===== src/pkg/prox_event_pkg.sv =====
// Purpose: shared constants and types of the proximity event block
// Assumes: 32-bit AHB-Lite register bus, word aligned registers
// Notes: byte offsets are fixed here only
package prox_event_pkg;
	localparam logic [7:0] OFS_CONFIG = 8'h00;
	localparam logic [7:0] OFS_FAR_THR = 8'h04;
	localparam logic [7:0] OFS_NEAR_THR = 8'h08;
	localparam logic [7:0] OFS_COUNT = 8'h0c;
	localparam logic [7:0] OFS_FLAGS = 8'h10;
	localparam logic [7:0] OFS_STATUS = 8'h14;
	// config word: bit0 detect_output_select, bits 2:1 persistence_count-1
	localparam int CFG_MODE_BIT = 0;
	localparam int CFG_PERS_LSB = 1;
	// flag word: bit1 approach_flag, bit0 departure_flag
	localparam int FLAG_APPROACH_BIT = 1;
	localparam int FLAG_DEPARTURE_BIT = 0;
	localparam logic [15:0] NEAR_THR_RESET = 16'h0000;
	localparam logic [15:0] FAR_THR_RESET = 16'h0000;
	localparam logic [2:0] PERS_MAX = 3'h4;
	localparam logic [1:0] HTRANS_NONSEQ = 2'h2;

	typedef struct packed {
		logic detect_output_select;
		logic [1:0] persistence_count;
	} cfg_t;

	localparam cfg_t CFG_RESET = '{detect_output_select: 1'b0, persistence_count: 2'h0};

	typedef struct packed {
		logic valid;
		logic [7:0] addr;
	} wr_pend_t;
endpackage


===== src/hw/proximity_event_output.sv =====
// Purpose: threshold compare, persistence, flags and event/detect pin
// Assumes: count samples arrive on hclk from the measurement logic
// Notes: zero-wait AHB-Lite slave, flag register clears on read
// Behaviour
// - register selects detect-output or interrupt pin mode
// - detect mode: pin low when near
// - detect mode: pin high again when far
// - programmed thresholds decide near and far
// - counts between thresholds keep state unchanged
// - interrupt mode: flag holds until register cleared
// - reading flag register clears its flags
// - set flags block new events until cleared
// - interrupt mode: approach raised when count exceeds near threshold
// - approach and departure flags in flag register
// - interrupt mode: any flag set drives pin low; read releases unless a same-cycle event sets a flag
// - persistence of one to four consecutive samples
`timescale 1ns/1ps
module proximity_event_output
	import prox_event_pkg::*;
#(
	parameter int COUNT_W = 16
) (
	input wire logic hclk,
	input wire logic hresetn,
	input wire logic ce,
	input wire logic hsel,
	input wire logic [7:0] haddr,
	input wire logic [1:0] htrans,
	input wire logic hwrite,
	input wire logic [2:0] hsize,
	input wire logic [31:0] hwdata,
	input wire logic hready,
	output logic hreadyout,
	output logic hresp,
	output logic [31:0] hrdata,
	input wire logic [COUNT_W-1:0] prox_count,
	input wire logic prox_valid,
	output logic event_or_detect_pin_n
);
	////////////////////////////////////////////////////////////////////
	function automatic logic [2:0] sat_inc(input logic [2:0] c);
		sat_inc = (c == PERS_MAX) ? PERS_MAX : c + 3'h1;
	endfunction

	cfg_t cfg_reg, cfg_next;
	logic [COUNT_W-1:0] near_thr_reg, near_thr_next, far_thr_reg, far_thr_next;
	logic [COUNT_W-1:0] count_reg, count_next;
	logic [2:0] hi_cnt_reg, hi_cnt_next, lo_cnt_reg, lo_cnt_next;
	logic near_reg, near_next;
	logic [1:0] flags_reg, flags_next;
	logic pin_n_reg, pin_n_next;
	wr_pend_t wr_reg, wr_next;
	logic [31:0] rdata_reg, rdata_next;
	logic access, rd_clr, above, below, hit_hi, hit_lo, accept;
	logic [1:0] new_ev;
	logic [2:0] need;

	assign access = hsel && hready && (htrans == HTRANS_NONSEQ);
	assign rd_clr = access && !hwrite && (haddr == OFS_FLAGS);
	assign above = prox_count > near_thr_reg;
	assign below = prox_count < far_thr_reg;
	assign need = {1'b0, cfg_reg.persistence_count} + 3'h1;

	////////////////////////////////////////////////////////////////////
	// register bus
	always_comb begin
		wr_next.valid = access && hwrite;
		wr_next.addr = haddr;
		cfg_next = cfg_reg;
		near_thr_next = near_thr_reg;
		far_thr_next = far_thr_reg;
		if (wr_reg.valid) begin
			case (wr_reg.addr)
				OFS_CONFIG: begin
					cfg_next.detect_output_select = hwdata[CFG_MODE_BIT];
					cfg_next.persistence_count = hwdata[CFG_PERS_LSB +: 2];
				end
				OFS_FAR_THR: far_thr_next = hwdata[COUNT_W-1:0];
				OFS_NEAR_THR: near_thr_next = hwdata[COUNT_W-1:0];
				default: ;
			endcase
		end
		rdata_next = 32'h0000_0000;
		if (access && !hwrite) begin
			case (haddr)
				OFS_CONFIG: rdata_next = {29'h0, cfg_reg.persistence_count, cfg_reg.detect_output_select};
				OFS_FAR_THR: rdata_next = 32'(far_thr_reg);
				OFS_NEAR_THR: rdata_next = 32'(near_thr_reg);
				OFS_COUNT: rdata_next = 32'(count_reg);
				OFS_FLAGS: rdata_next = {30'h0, flags_reg};
				OFS_STATUS: rdata_next = {30'h0, !pin_n_reg, near_reg};
				default: rdata_next = 32'h0000_0000;
			endcase
		end
	end

	always_ff @(posedge hclk or negedge hresetn) begin
		if (!hresetn) begin
			wr_reg <= '0;
			cfg_reg <= CFG_RESET;
			near_thr_reg <= NEAR_THR_RESET[COUNT_W-1:0];
			far_thr_reg <= FAR_THR_RESET[COUNT_W-1:0];
			rdata_reg <= 32'h0000_0000;
		end else if (ce) begin
			wr_reg <= wr_next;
			cfg_reg <= cfg_next;
			near_thr_reg <= near_thr_next;
			far_thr_reg <= far_thr_next;
			rdata_reg <= rdata_next;
		end
	end

	assign hrdata = rdata_reg;
	assign hreadyout = 1'b1;
	assign hresp = 1'b0;

	////////////////////////////////////////////////////////////////////
	// detection, persistence, flags, pin
	always_comb begin
		count_next = prox_valid ? prox_count : count_reg;
		hi_cnt_next = hi_cnt_reg;
		lo_cnt_next = lo_cnt_reg;
		hit_hi = 1'b0;
		hit_lo = 1'b0;
		if (prox_valid) begin
			hi_cnt_next = above ? sat_inc(hi_cnt_reg) : 3'h0;
			lo_cnt_next = below ? sat_inc(lo_cnt_reg) : 3'h0;
			hit_hi = above && (hi_cnt_next >= need);
			hit_lo = below && (lo_cnt_next >= need);
		end
		// between the thresholds neither hit fires, so state holds
		near_next = hit_hi ? 1'b1 : (hit_lo ? 1'b0 : near_reg);
		new_ev = 2'b00;
		new_ev[FLAG_APPROACH_BIT] = near_next && !near_reg;
		new_ev[FLAG_DEPARTURE_BIT] = !near_next && near_reg;
		// the read that clears also reopens the gate, so a same-cycle event is kept
		accept = !cfg_reg.detect_output_select && ((flags_reg == 2'b00) || rd_clr);
		flags_next = (rd_clr ? 2'b00 : flags_reg) | (accept ? new_ev : 2'b00);
		if (cfg_next.detect_output_select)
			pin_n_next = !near_next;
		else
			pin_n_next = !(|flags_next);
	end

	always_ff @(posedge hclk or negedge hresetn) begin
		if (!hresetn) begin
			count_reg <= '0;
			hi_cnt_reg <= 3'h0;
			lo_cnt_reg <= 3'h0;
			near_reg <= 1'b0;
			flags_reg <= 2'b00;
			pin_n_reg <= 1'b1;
		end else if (ce) begin
			count_reg <= count_next;
			hi_cnt_reg <= hi_cnt_next;
			lo_cnt_reg <= lo_cnt_next;
			near_reg <= near_next;
			flags_reg <= flags_next;
			pin_n_reg <= pin_n_next;
		end
	end

	assign event_or_detect_pin_n = pin_n_reg;
endmodule


===== config.mk =====
export PLATFORM = sky130hd
export DESIGN_NAME = proximity_event_output
export DESIGN_NICKNAME = d
export VERILOG_FILES = /design/src/pkg/prox_event_pkg.sv /design/src/hw/proximity_event_output.sv
export SDC_FILE = /design/constraint.sdc
export NUM_CORES = 1
export LEC_CHECK = 0
export ABC_AREA = 1
export ABC_CLOCK_PERIOD_IN_PS = 4000
export BUFFER_PORTS_ARGS = -buffer_cell sky130_fd_sc_hd__buf_2
export CAP_MARGIN = 30
export CORE_UTILIZATION = 46
export CTS_BUF_LIST = sky130_fd_sc_hd__clkbuf_8
export CTS_CLUSTER_DIAMETER = 60
export DETAILED_ROUTE_END_ITERATION = 6
export GPL_ROUTABILITY_DRIVEN = 0
export GPL_TIMING_DRIVEN = 0
export MAX_ROUTING_LAYER = met4
export PLACE_DENSITY = 0.69
export SYNTH_ARGS = -nofsm -noshare
export SYNTH_HDL_FRONTEND = slang
export SYNTH_SLANG_ARGS = --single-unit

===== constraint.sdc =====
create_clock -name hclk -period 4 [get_ports hclk]
set_input_delay 0.8 -clock hclk [delete_from_list [all_inputs] [get_ports hclk]]
set_output_delay 0.8 -clock hclk [all_outputs]
set_load 0.005 [all_outputs]

==> impl_metrics.tcl, run 1 <==
set metrics [dict create \
    grt_pass1_wl_mm 20.5 \
    clock_skew_ns 0.0131 \
    cts_setup_buffers 0 \
    p_int_mw 1.37 \
    clockBufferDepth 2 \
    synth_top_family_by_area "simple AND/OR/NAND/NOR gates" \
    synthSimpleGateAreaFrac 0.201 \
    ys_ff_latch 86 \
    cts_tree "yes" \
    synth_top_cell_area_share 0.424 \
    utilization 0.554 \
    synthTopCellsByArea "dfrtp_1 (42%), nand2_1 (12%), ha_1 (10%), inv_1 (7.3%), o21ai_0 (6.6%)" \
    fillers 1009 \
    ys_warn_count 0 \
    clkPwrFrac 0.322 \
    wl_mm 12.4 \
    coreArea_um2 10500 \
    crit_slowest_cell "ha_1" \
    clock_latency_ns 0.37 \
    ir_drop_uv 155 \
    path_delay_family "compound AO/OA/AOI/OAI gates" \
    final-hold-violation-count 0 \
    postRouteAntennaNets 0 \
    initial_core_util 0.480 \
    crit_chain "buf_2, ha_1, nand2_1, o21ai_0, nand2_1, nand3_1, nand2_1, a211oi_2, ha_1, a21oi_1, o211ai_1, nand2_1, inv_1, nand3_1, o21bai_1, nor2_1, nand3_1, nand2_1" \
    worst_pin_slew_ns 0.696 \
    ios 103 \
    die_w_um 106 \
    ys.flop_type "dfrtp_1" \
    synth_edf_count 0 \
    cp.required_ns 4.31 \
    hold_buffers 0 \
    fin_cells 861 \
    grt_pass1_vias 4244 \
    drc_errors 0 \
    crit_fanout 4 \
    numClockSinks 86 \
    fp.dieArea_um2 11300 \
    cts_made_buffers 9 \
    fin_nets 830 \
    start_kind "input pin" \
    synth_top_area_cell "dfrtp_1" \
    setup_violations 0 \
    routedWlPerCell_um 14.4 \
    synthXorXnorAreaFrac 0 \
    drt_iter0_drc 268 \
    grt_overflow_total 0 \
    rsz0062_at_grt "false" \
    maxSlewHeadroom 0.536 \
    clk_pin_slew_ns 0.09 \
    hold_ws_ns 0.404 \
    vias 4385 \
    hpwlAfterDp_mm 9.39 \
    r2r_slack_ns 1.03 \
    netSwitchingPower_mw 0.566 \
    status "completed" \
    comb_power_share 0.177 \
    synth_fa_ha_area_frac 0.105 \
    postSynthCellCount 628 \
    fin_setup_tns_ns 0 \
    ys_seq_area_frac 0.429 \
    fin_crit_sh 0.783 \
    antenna_found_initial 0 \
    cap_violations 0 \
    fin_crit_ns 3.13 \
    area_growth_pct 15.5 \
    end_kind "flop" \
    drive_gt1_frac 0.174 \
    crit_path_max_incr_delay_ns 0.32 \
    max_freq_ghz 0.319 \
    cpMostUsedCell "nand2_1" \
    yosysUniqueCellTypes 37 \
    swShare 0.293 \
    cts_resized 0 \
    hp-class "input pin to asynchronous set/reset pin" \
    root_buffer "clkbuf_8" \
    p_leak_nw 2.97 \
    p_per_area_nw_per_um2 334 \
    synth_most_common_cell "nand2_1" \
    synth_common_cells "nand2_1 (167), inv_1 (98), dfrtp_1 (85)" \
    syn_area_um2 5020 \
    path_buf_inv 2 \
    placedCellCount 845 \
    cts_htree_levels 3 \
    placementRows 37 \
    p_seq_frac 0.500 \
    avgSynthCellArea_um2 7.99 \
    synth_compound_area_frac 0.143 \
    muxShareOfSynthArea 0 \
    portBuffers 64 \
    crit_type "input pin to flop" \
    synth_async_sr_flop_share 1.00 \
    die_h_um 106 \
    grtUsageTotal 0.244 \
    firstDrtPassIters 5 \
    grt_max_degree 50 \
    diodes 0 \
    drv_slew 0 \
    routed_via_density 5.09 \
    crit_arrival_ns 3.44 \
]
## power groups by stage
| stage | clock network (mW) | registers (mW) | logic [mW] |
|---|---|---|---|
| after global placement | 0 | 0.981 | 0.319 |
| after detailed placement | 0 | 0.983 | 0.341 |
| after global routing | 0.670 | 0.975 | 0.397 |
| final | 0.623 | 0.967 | 0.343 |
| after floorplan | 0 | 0.973 | 0.225 |
| after CTS | 0.638 | 0.967 | 0.342 |
## cells in the final DEF (no fill, tap or decap), types with 2 or more instances in the layout
cell type,count
o21ai_0,66
nor2_1,29
buf_6,2
clkinv_2,3
inv_1,98
ha_1,42
o22ai_1,4
buf_2,68
a221oi_1,10
a21oi_1,20
conb_1,18
nand2_1,167
clkbuf_8,10
o211ai_1,2
o21a_1,2
clkbuf_1,10
nand3_1,11
nor3_1,6
o21ai_1,13
o21bai_1,2
nand2_2,6
dfrtp_1,85
buf_4,21
nand4_1,10
nor2_2,2
## area by class of cell
type                       instances  area [µm²]  share of cell area
clock buffer                      10         138              0.0237
clock inverter                     6        61.3              0.0106
tap                              136         170              0.0294
multi-input combinational        422        2320               0.400
timing repair buffer              65         350              0.0604
buffer                            37         235              0.0406
inverter                          99         372              0.0641
sequential                        86        2150               0.371
## per-stage QoR
stage	total power, mW	cell area [µm²]	setup slack (ns)
2_1_floorplan	1.20	5080	1.16
3_3_place_gp	1.30	5570	0.675
3_5_place_dp	1.32	5600	0.520
4_1_cts	1.95	5800	0.900
5_1_grt	2.04	5800	0.587
6_report	1.93	5800	0.867
## layer usage
metal  share of wire  GRT usage
met5               0          -
met4           0.027      0.102
met3           0.045     0.0245
met2            0.48      0.392
met1            0.45      0.316
## final timing paths
path | start | to | depth (start not counted)
max in group asynchronous | hresetn | far_thr_reg[9] | 2
min | hresetn | near_thr_reg[0] | 1
max reg2reg | near_thr_reg[15] | event_or_detect_pin_n | 20
min in group hclk | hrdata[1] | hrdata[1] | 2
max | prox_count[7] | event_or_detect_pin_n | 18
min reg2reg | hrdata[1] | hrdata[1] | 2
## cell families after synthesis
group / count (synthesis)
buffers and inverters: 136
AO/OA/AOI/OAI: 125
flip-flops: 86
other: 2
adder cells (fa/ha/maj): 42
AND/OR/NAND/NOR: 237
Note: power is estimated with default switching activity, not from simulation.
==> run 2, diff against run 1 <==
- ABC_CLOCK_PERIOD_IN_PS: 4000 -> 2800
- PLACE_DENSITY: 0.69 -> 0.71
- clock period: 4 -> 2.8 ns (I/O delays scaled with it)
==> run 2 against run 1 <==
Global-route usage increased by 0.43 points. Register-to-register slack lost 0.96 ns. Clock-buffer cell count is 1 higher. Die area did not move. Critical path type is now flop to flop.
==> impl_metrics.tcl, run 2 (synthesis results as in run 1) <==
set metrics [dict create \
    start_kind "flop" \
    end_kind "flop" \
    cts_made_buffers 9 \
    clk_pin_slew_ns 0.09 \
    path_delay_family "simple AND/OR/NAND/NOR gates" \
    antenna_found_initial 0 \
    die_w_um 106 \
    drt_iter0_drc 372 \
    grtUsageTotal 0.248 \
    cts_tree "yes" \
    crit_fanout 4 \
    crit_path_max_incr_delay_ns 0.38 \
    area_growth_pct 22.3 \
    clockBufferDepth 2 \
    r2r_cells 20 \
    cp.required_ns 3.11 \
    hp-class "input pin to asynchronous set/reset pin" \
    worst_pin_slew_ns 0.687 \
    fin_nets 843 \
    crit_slowest_cell "dfrtp_1" \
    p_per_area_nw_per_um2 491 \
    ir_drop_uv 243 \
    clock_latency_ns 0.37 \
    final-hold-violation-count 0 \
    placementRows 37 \
    root_buffer "clkbuf_8" \
    max_freq_ghz 0.366 \
    hpwlAfterDp_mm 9.49 \
    cpMostUsedCell "nand2_1" \
    fin_crit_ns 2.73 \
    rr_endpoint "event_or_detect_pin_n" \
    grt_max_degree 73 \
    firstDrtPassIters 6 \
    grt_pass1_wl_mm 20.9 \
    utilization 0.586 \
    path_buf_inv 2 \
    drv_slew 0 \
    hold_ws_ns 0.0349 \
    crit_chain "inv_1, ha_4, nand2_1, nand2_1, nand2_1, nand2_1, a21oi_2, nand3_2, nand2_4, a211oi_4, ha_1, nand2_1, o211ai_1, nand2_1, inv_1, nand3_2, o21bai_1, nor2_1, nand3_1, nand2_1" \
    crit_arrival_ns 3.04 \
    r2r_start "near_thr_reg[13]" \
    cts_htree_levels 3 \
    ios 103 \
    power_mw 3.01 \
    cap_violations 0 \
    initial_core_util 0.480 \
    wl_mm 13.1 \
    routedWlPerCell_um 15.0 \
    rsz0062_at_grt "true" \
    fin_setup_tns_ns 0 \
    die_h_um 106 \
    coreArea_um2 10500 \
    placedCellCount 845 \
    grt_pass1_vias 4443 \
    diodes 0 \
    drc_errors 0 \
    routed_via_density 5.16 \
    fin_cells 874 \
    hold_buffers 0 \
    crit_type "flop to flop" \
    numClockSinks 86 \
    drive_gt1_frac 0.228 \
    r2r_slack_ns 0.07 \
    maxSlewHeadroom 0.542 \
    fin_crit_sh 0.977 \
    postRouteAntennaNets 0 \
    portBuffers 64 \
    vias 4512 \
    layout_commonest_cell "nand2_1" \
    p_leak_nw 3.10 \
    grt_overflow_total 0 \
    layout_common_cells "nand2_1 (159), inv_1 (96), dfrtp_1 (85), buf_2 (68), o21ai_0 (64)" \
    fp.dieArea_um2 11300 \
    clock_skew_ns 0.00953 \
    setup_violations 0 \
    status "completed" \
]
==> run 2: cell types whose count changed in the layout (fill, tap and decap cells not counted), moves of 3 or more <==
| cell | change |
|---|---|
| nand2_1 | -8 |
| nor2_1 | -4 |
| a21oi_1 | -3 |
| ha_4 | +8 |
| nand3_1 | -3 |
| nor2_2 | +3 |
| a21oi_2 | +3 |
| nand3_2 | +3 |
| ha_1 | -8 |
| inv_2 | +4 |
| clkinv_2 | -3 |
| nand2_2 | +6 |
| buf_4 | +13 |
==> run 2: worst max-delay path by stage <==
stage | start | endpoint | slack, ns | cells after the start
after global routing | near_thr_reg[10] | event_or_detect_pin_n | -0.15 | 20
after global placement | prox_count[15] | event_or_detect_pin_n | -0.27 | 20
final | near_thr_reg[13] | event_or_detect_pin_n | 0.07 | 20
after detailed placement | prox_count[15] | event_or_detect_pin_n | -0.41 | 20
after floorplan | prox_count[15] | event_or_detect_pin_n | 0.20 | 19
after CTS | near_thr_reg[15] | event_or_detect_pin_n | 0.001 | 20
==> run 2: cell type report <==
| cell class | count | area (µm²) |
|---|---|---|
| fill | 957 | 4330 |
| multi-input combinational | 422 | 2510 |
| sequential | 86 | 2150 |
| timing repair buffer | 78 | 448 |
| inverter | 99 | 372 |
| buffer | 37 | 235 |
| tap | 136 | 170 |
| clock buffer | 11 | 151 |
| clock inverter | 5 | 97.6 |
==> run 2: worst reg2reg max path, cell delays in order, from the launching register on <==
cell and delay, ns:
dfrtp_1 0.38, inv_1 0.12, ha_4 0.22, nand2_1 0.07, nand2_1 0.05, nand2_1 0.06
nand2_1 0.08, a21oi_2 0.15, nand3_2 0.14, nand2_4 0.13, a211oi_4 0.05, ha_1 0.33
nand2_1 0.06, o211ai_1 0.18, nand2_1 0.08, inv_1 0.07, nand3_2 0.10, o21bai_1 0.20
nor2_1 0.08, nand3_1 0.08, nand2_1 0.06
==> run 2: layer usage <==
metal | part of all wire | up-vias | wire, µm | track usage
li1 | - | 2198 | - | -
met1 | 0.43 | 2148 | 5600 | 0.300
met2 | 0.49 | 136 | 6500 | 0.407
met3 | 0.053 | 30 | 694 | 0.0405
met4 | 0.027 | 0 | 351 | 0.114
met5 | 0 | - | 0 | -
==> run 2: what timing repair did <==
action                                  CTS  global route
gates resized for setup                   5            33
pin swaps                                 4            27
endpoints found under the setup margin    3             4
buffers inserted                          1            12
==> run 2: metrics by stage <==
stage	setup WS [ns]	area, µm²
3_3_place_gp	-0.271	5570
3_5_place_dp	-0.408	5600
6_report	0.0658	6130
2_1_floorplan	0.198	5080
4_1_cts	0.00101	5870
5_1_grt	-0.146	6130
==> run 2: power breakdown <==
| part | switching (mW) | internal, mW | total, mW |
|---|---|---|---|
| sequential | 0.0544 | 1.33 | 1.38 |
| clock | 0.450 | 0.636 | 1.09 |
| combinational | 0.323 | 0.223 | 0.546 |
==> run 3, diff against run 2 <==
==> constraint.sdc (replaced) <==
create_clock -name hclk -period 2.8 [get_ports hclk]
set_input_delay 0.84 -clock hclk [delete_from_list [all_inputs] [get_ports hclk]]
set_output_delay 0.84 -clock hclk [all_outputs]
set_load 0.005 [all_outputs]
==> run 3 against run 2 <==
The run now ends with negative setup slack left. Power fell by 3.3%. Clock-buffer cell count is 2 lower. Register-to-register slack hardly changed. Critical path depth is 1 higher. Non-clock buffer count is 2 higher. Via count grew 1.7%. Die area stayed put. Sequential cell count unchanged. Clock power decreased by 20%. Core utilization grew 2.6 points. Critical path type is now input pin to flop.
==> impl_metrics.tcl, run 3 (synthesis results as in run 1) <==
set metrics [dict create \
    coreArea_um2 10500 \
    p_int_mw 2.03 \
    fin_crit_sh 1.02 \
    failed_checks "negative setup slack" \
    fillers 920 \
    end_kind "flop" \
    initial_core_util 0.480 \
    worst_pin_slew_ns 0.684 \
    rsz0062_at_grt "true" \
    grt_overflow_total 0 \
    layout_common_cells "nand2_1 (155), inv_1 (96), dfrtp_1 (85), o21ai_0 (63), buf_2 (59)" \
    hpwlAfterDp_mm 9.52 \
    drc_errors 0 \
    clkPwrFrac 0.300 \
    swShare 0.305 \
    hold_buffers 0 \
    cts_tree "yes" \
    routedWlPerCell_um 15.4 \
    die_w_um 106 \
    root_buffer "clkbuf_8" \
    p_per_area_nw_per_um2 455 \
    fin_crit_ns 2.87 \
    numClockSinks 86 \
    antenna_found_initial 0 \
    diodes 0 \
    drv_slew 0 \
    setup_violations 3 \
    drt_iter0_drc 283 \
    die_h_um 106 \
    portBuffers 64 \
    cts_made_buffers 9 \
    fp.dieArea_um2 11300 \
    vias 4587 \
    firstDrtPassIters 5 \
    worst_slack_ns -0.0697 \
    ios 103 \
    final-hold-violation-count 0 \
    p_seq_frac 0.476 \
    comb_power_share 0.224 \
    cp.required_ns 3.11 \
    p_leak_nw 3.10 \
    maxSlewHeadroom 0.544 \
    status "finished with violations" \
    clk_pin_slew_ns 0.08 \
    netSwitchingPower_mw 0.888 \
    grt_pass1_vias 4460 \
    crit_type "input pin to flop" \
    drive_gt1_frac 0.269 \
    fin_nets 845 \
    ir_drop_uv 208 \
    grtUsageTotal 0.255 \
    cap_violations 0 \
    clock_latency_ns 0.38 \
    clockBufferDepth 2 \
    grt_max_degree 51 \
    placementRows 37 \
    power_mw 2.91 \
    wl_mm 13.5 \
    postRouteAntennaNets 0 \
    start_kind "input pin" \
    area_growth_pct 27.7 \
    crit_fanout 4 \
    final_area_um2 6410 \
    layout_commonest_cell "nand2_1" \
    hp-class "input pin to asynchronous set/reset pin" \
    place_area_um2 5690 \
    cts_htree_levels 3 \
    crit_arrival_ns 3.18 \
    max_freq_ghz 0.348 \
    grt_pass1_wl_mm 21.5 \
    clock_skew_ns 0.0101 \
    routed_via_density 5.24 \
]
run 3: cell types whose count changed in the layout (fill, tap and decap cells not counted), sizes merged:
| cell | delta |
|---|---|
| clkbuf | -2 |
| inv | -1 |
| bufinv | -2 |
| clkinv | +2 |
| buf | +2 |
| clkinvlp | +3 |
run 3: final cells by class:
type | instances | area, µm² | share of cell area
Clock inverter | 7 | 66.3 | 0.0103
Multi-Input combinational cell | 422 | 2770 | 0.433
Inverter | 99 | 372 | 0.0580
Clock buffer | 9 | 124 | 0.0193
Buffer | 37 | 235 | 0.0367
Sequential cell | 86 | 2150 | 0.336
Tap cell | 136 | 170 | 0.0266
Timing Repair Buffer | 80 | 515 | 0.0804
run 3: final timing paths:
kind	startpoint	endpoint	slack (ns)	cells past startpoint
max	prox_count[13]	event_or_detect_pin_n	-0.07	21
min	hresetn	wr_reg[7]	0.43	1
max reg2reg	near_thr_reg[14]	event_or_detect_pin_n	0.07	21
min reg2reg	hrdata[0]	hrdata[0]	0.49	2
max in group asynchronous	hresetn	event_or_detect_pin_n	1.73	2
min in group hclk	hrdata[0]	hrdata[0]	0.49	2
run 3: power groups by stage:
stage | logic, mW | clock network (mW) | registers [mW]
global placement | 0.465 | 0 | 1.40
floorplan | 0.329 | 0 | 1.39
finish | 0.653 | 0.874 | 1.39
global route | 0.736 | 0.935 | 1.39
detailed placement | 0.499 | 0 | 1.41
CTS | 0.573 | 0.881 | 1.38
run 3: through the flow:
stage	worst slack, ns	hold WS, ns	TNS (ns)	instances	util
after global placement	-0.501	0.466	-1.67	844	0.541
after floorplan	-0.0335	0.449	-0.0335	644	-
final	-0.0697	0.429	-0.133	876	0.613
after detailed placement	-0.614	0.472	-2.05	845	0.544
after global routing	-0.214	0.468	-0.673	876	0.613
after CTS	0.00200	0.441	0	873	0.581
run 3: repair_timing:
item | CTS | global route
pin swaps | 27 | 40
endpoints found under the setup margin | 4 | 4
setup buffers | 12 | 3
gates cloned | 0 | 0
gates resized for setup | 25 | 57
run 3: layer usage:
layer	part of all wire	track usage	up-vias
met5	0	-	-
met4	0.027	0.116	0
met3	0.051	0.0325	36
met2	0.49	0.417	154
met1	0.43	0.317	2187
li1	-	-	2210
run 3: critical path, stage by stage:
cell	delay, ns
buf_4	0.14
ha_4	0.28
nand2_4	0.05
nor2_4	0.10
nand2_2	0.10
nor2_4	0.12
nand2_2	0.08
nand3_4	0.10
nand2_4	0.08
a21oi_2	0.12
nand2_1	0.09
ha_1	0.28
nand3_1	0.07
o211ai_1	0.10
nand2_1	0.07
inv_1	0.07
nand3_2	0.09
o21bai_1	0.21
nor2_1	0.08
nand3_1	0.07
nand2_1	0.05
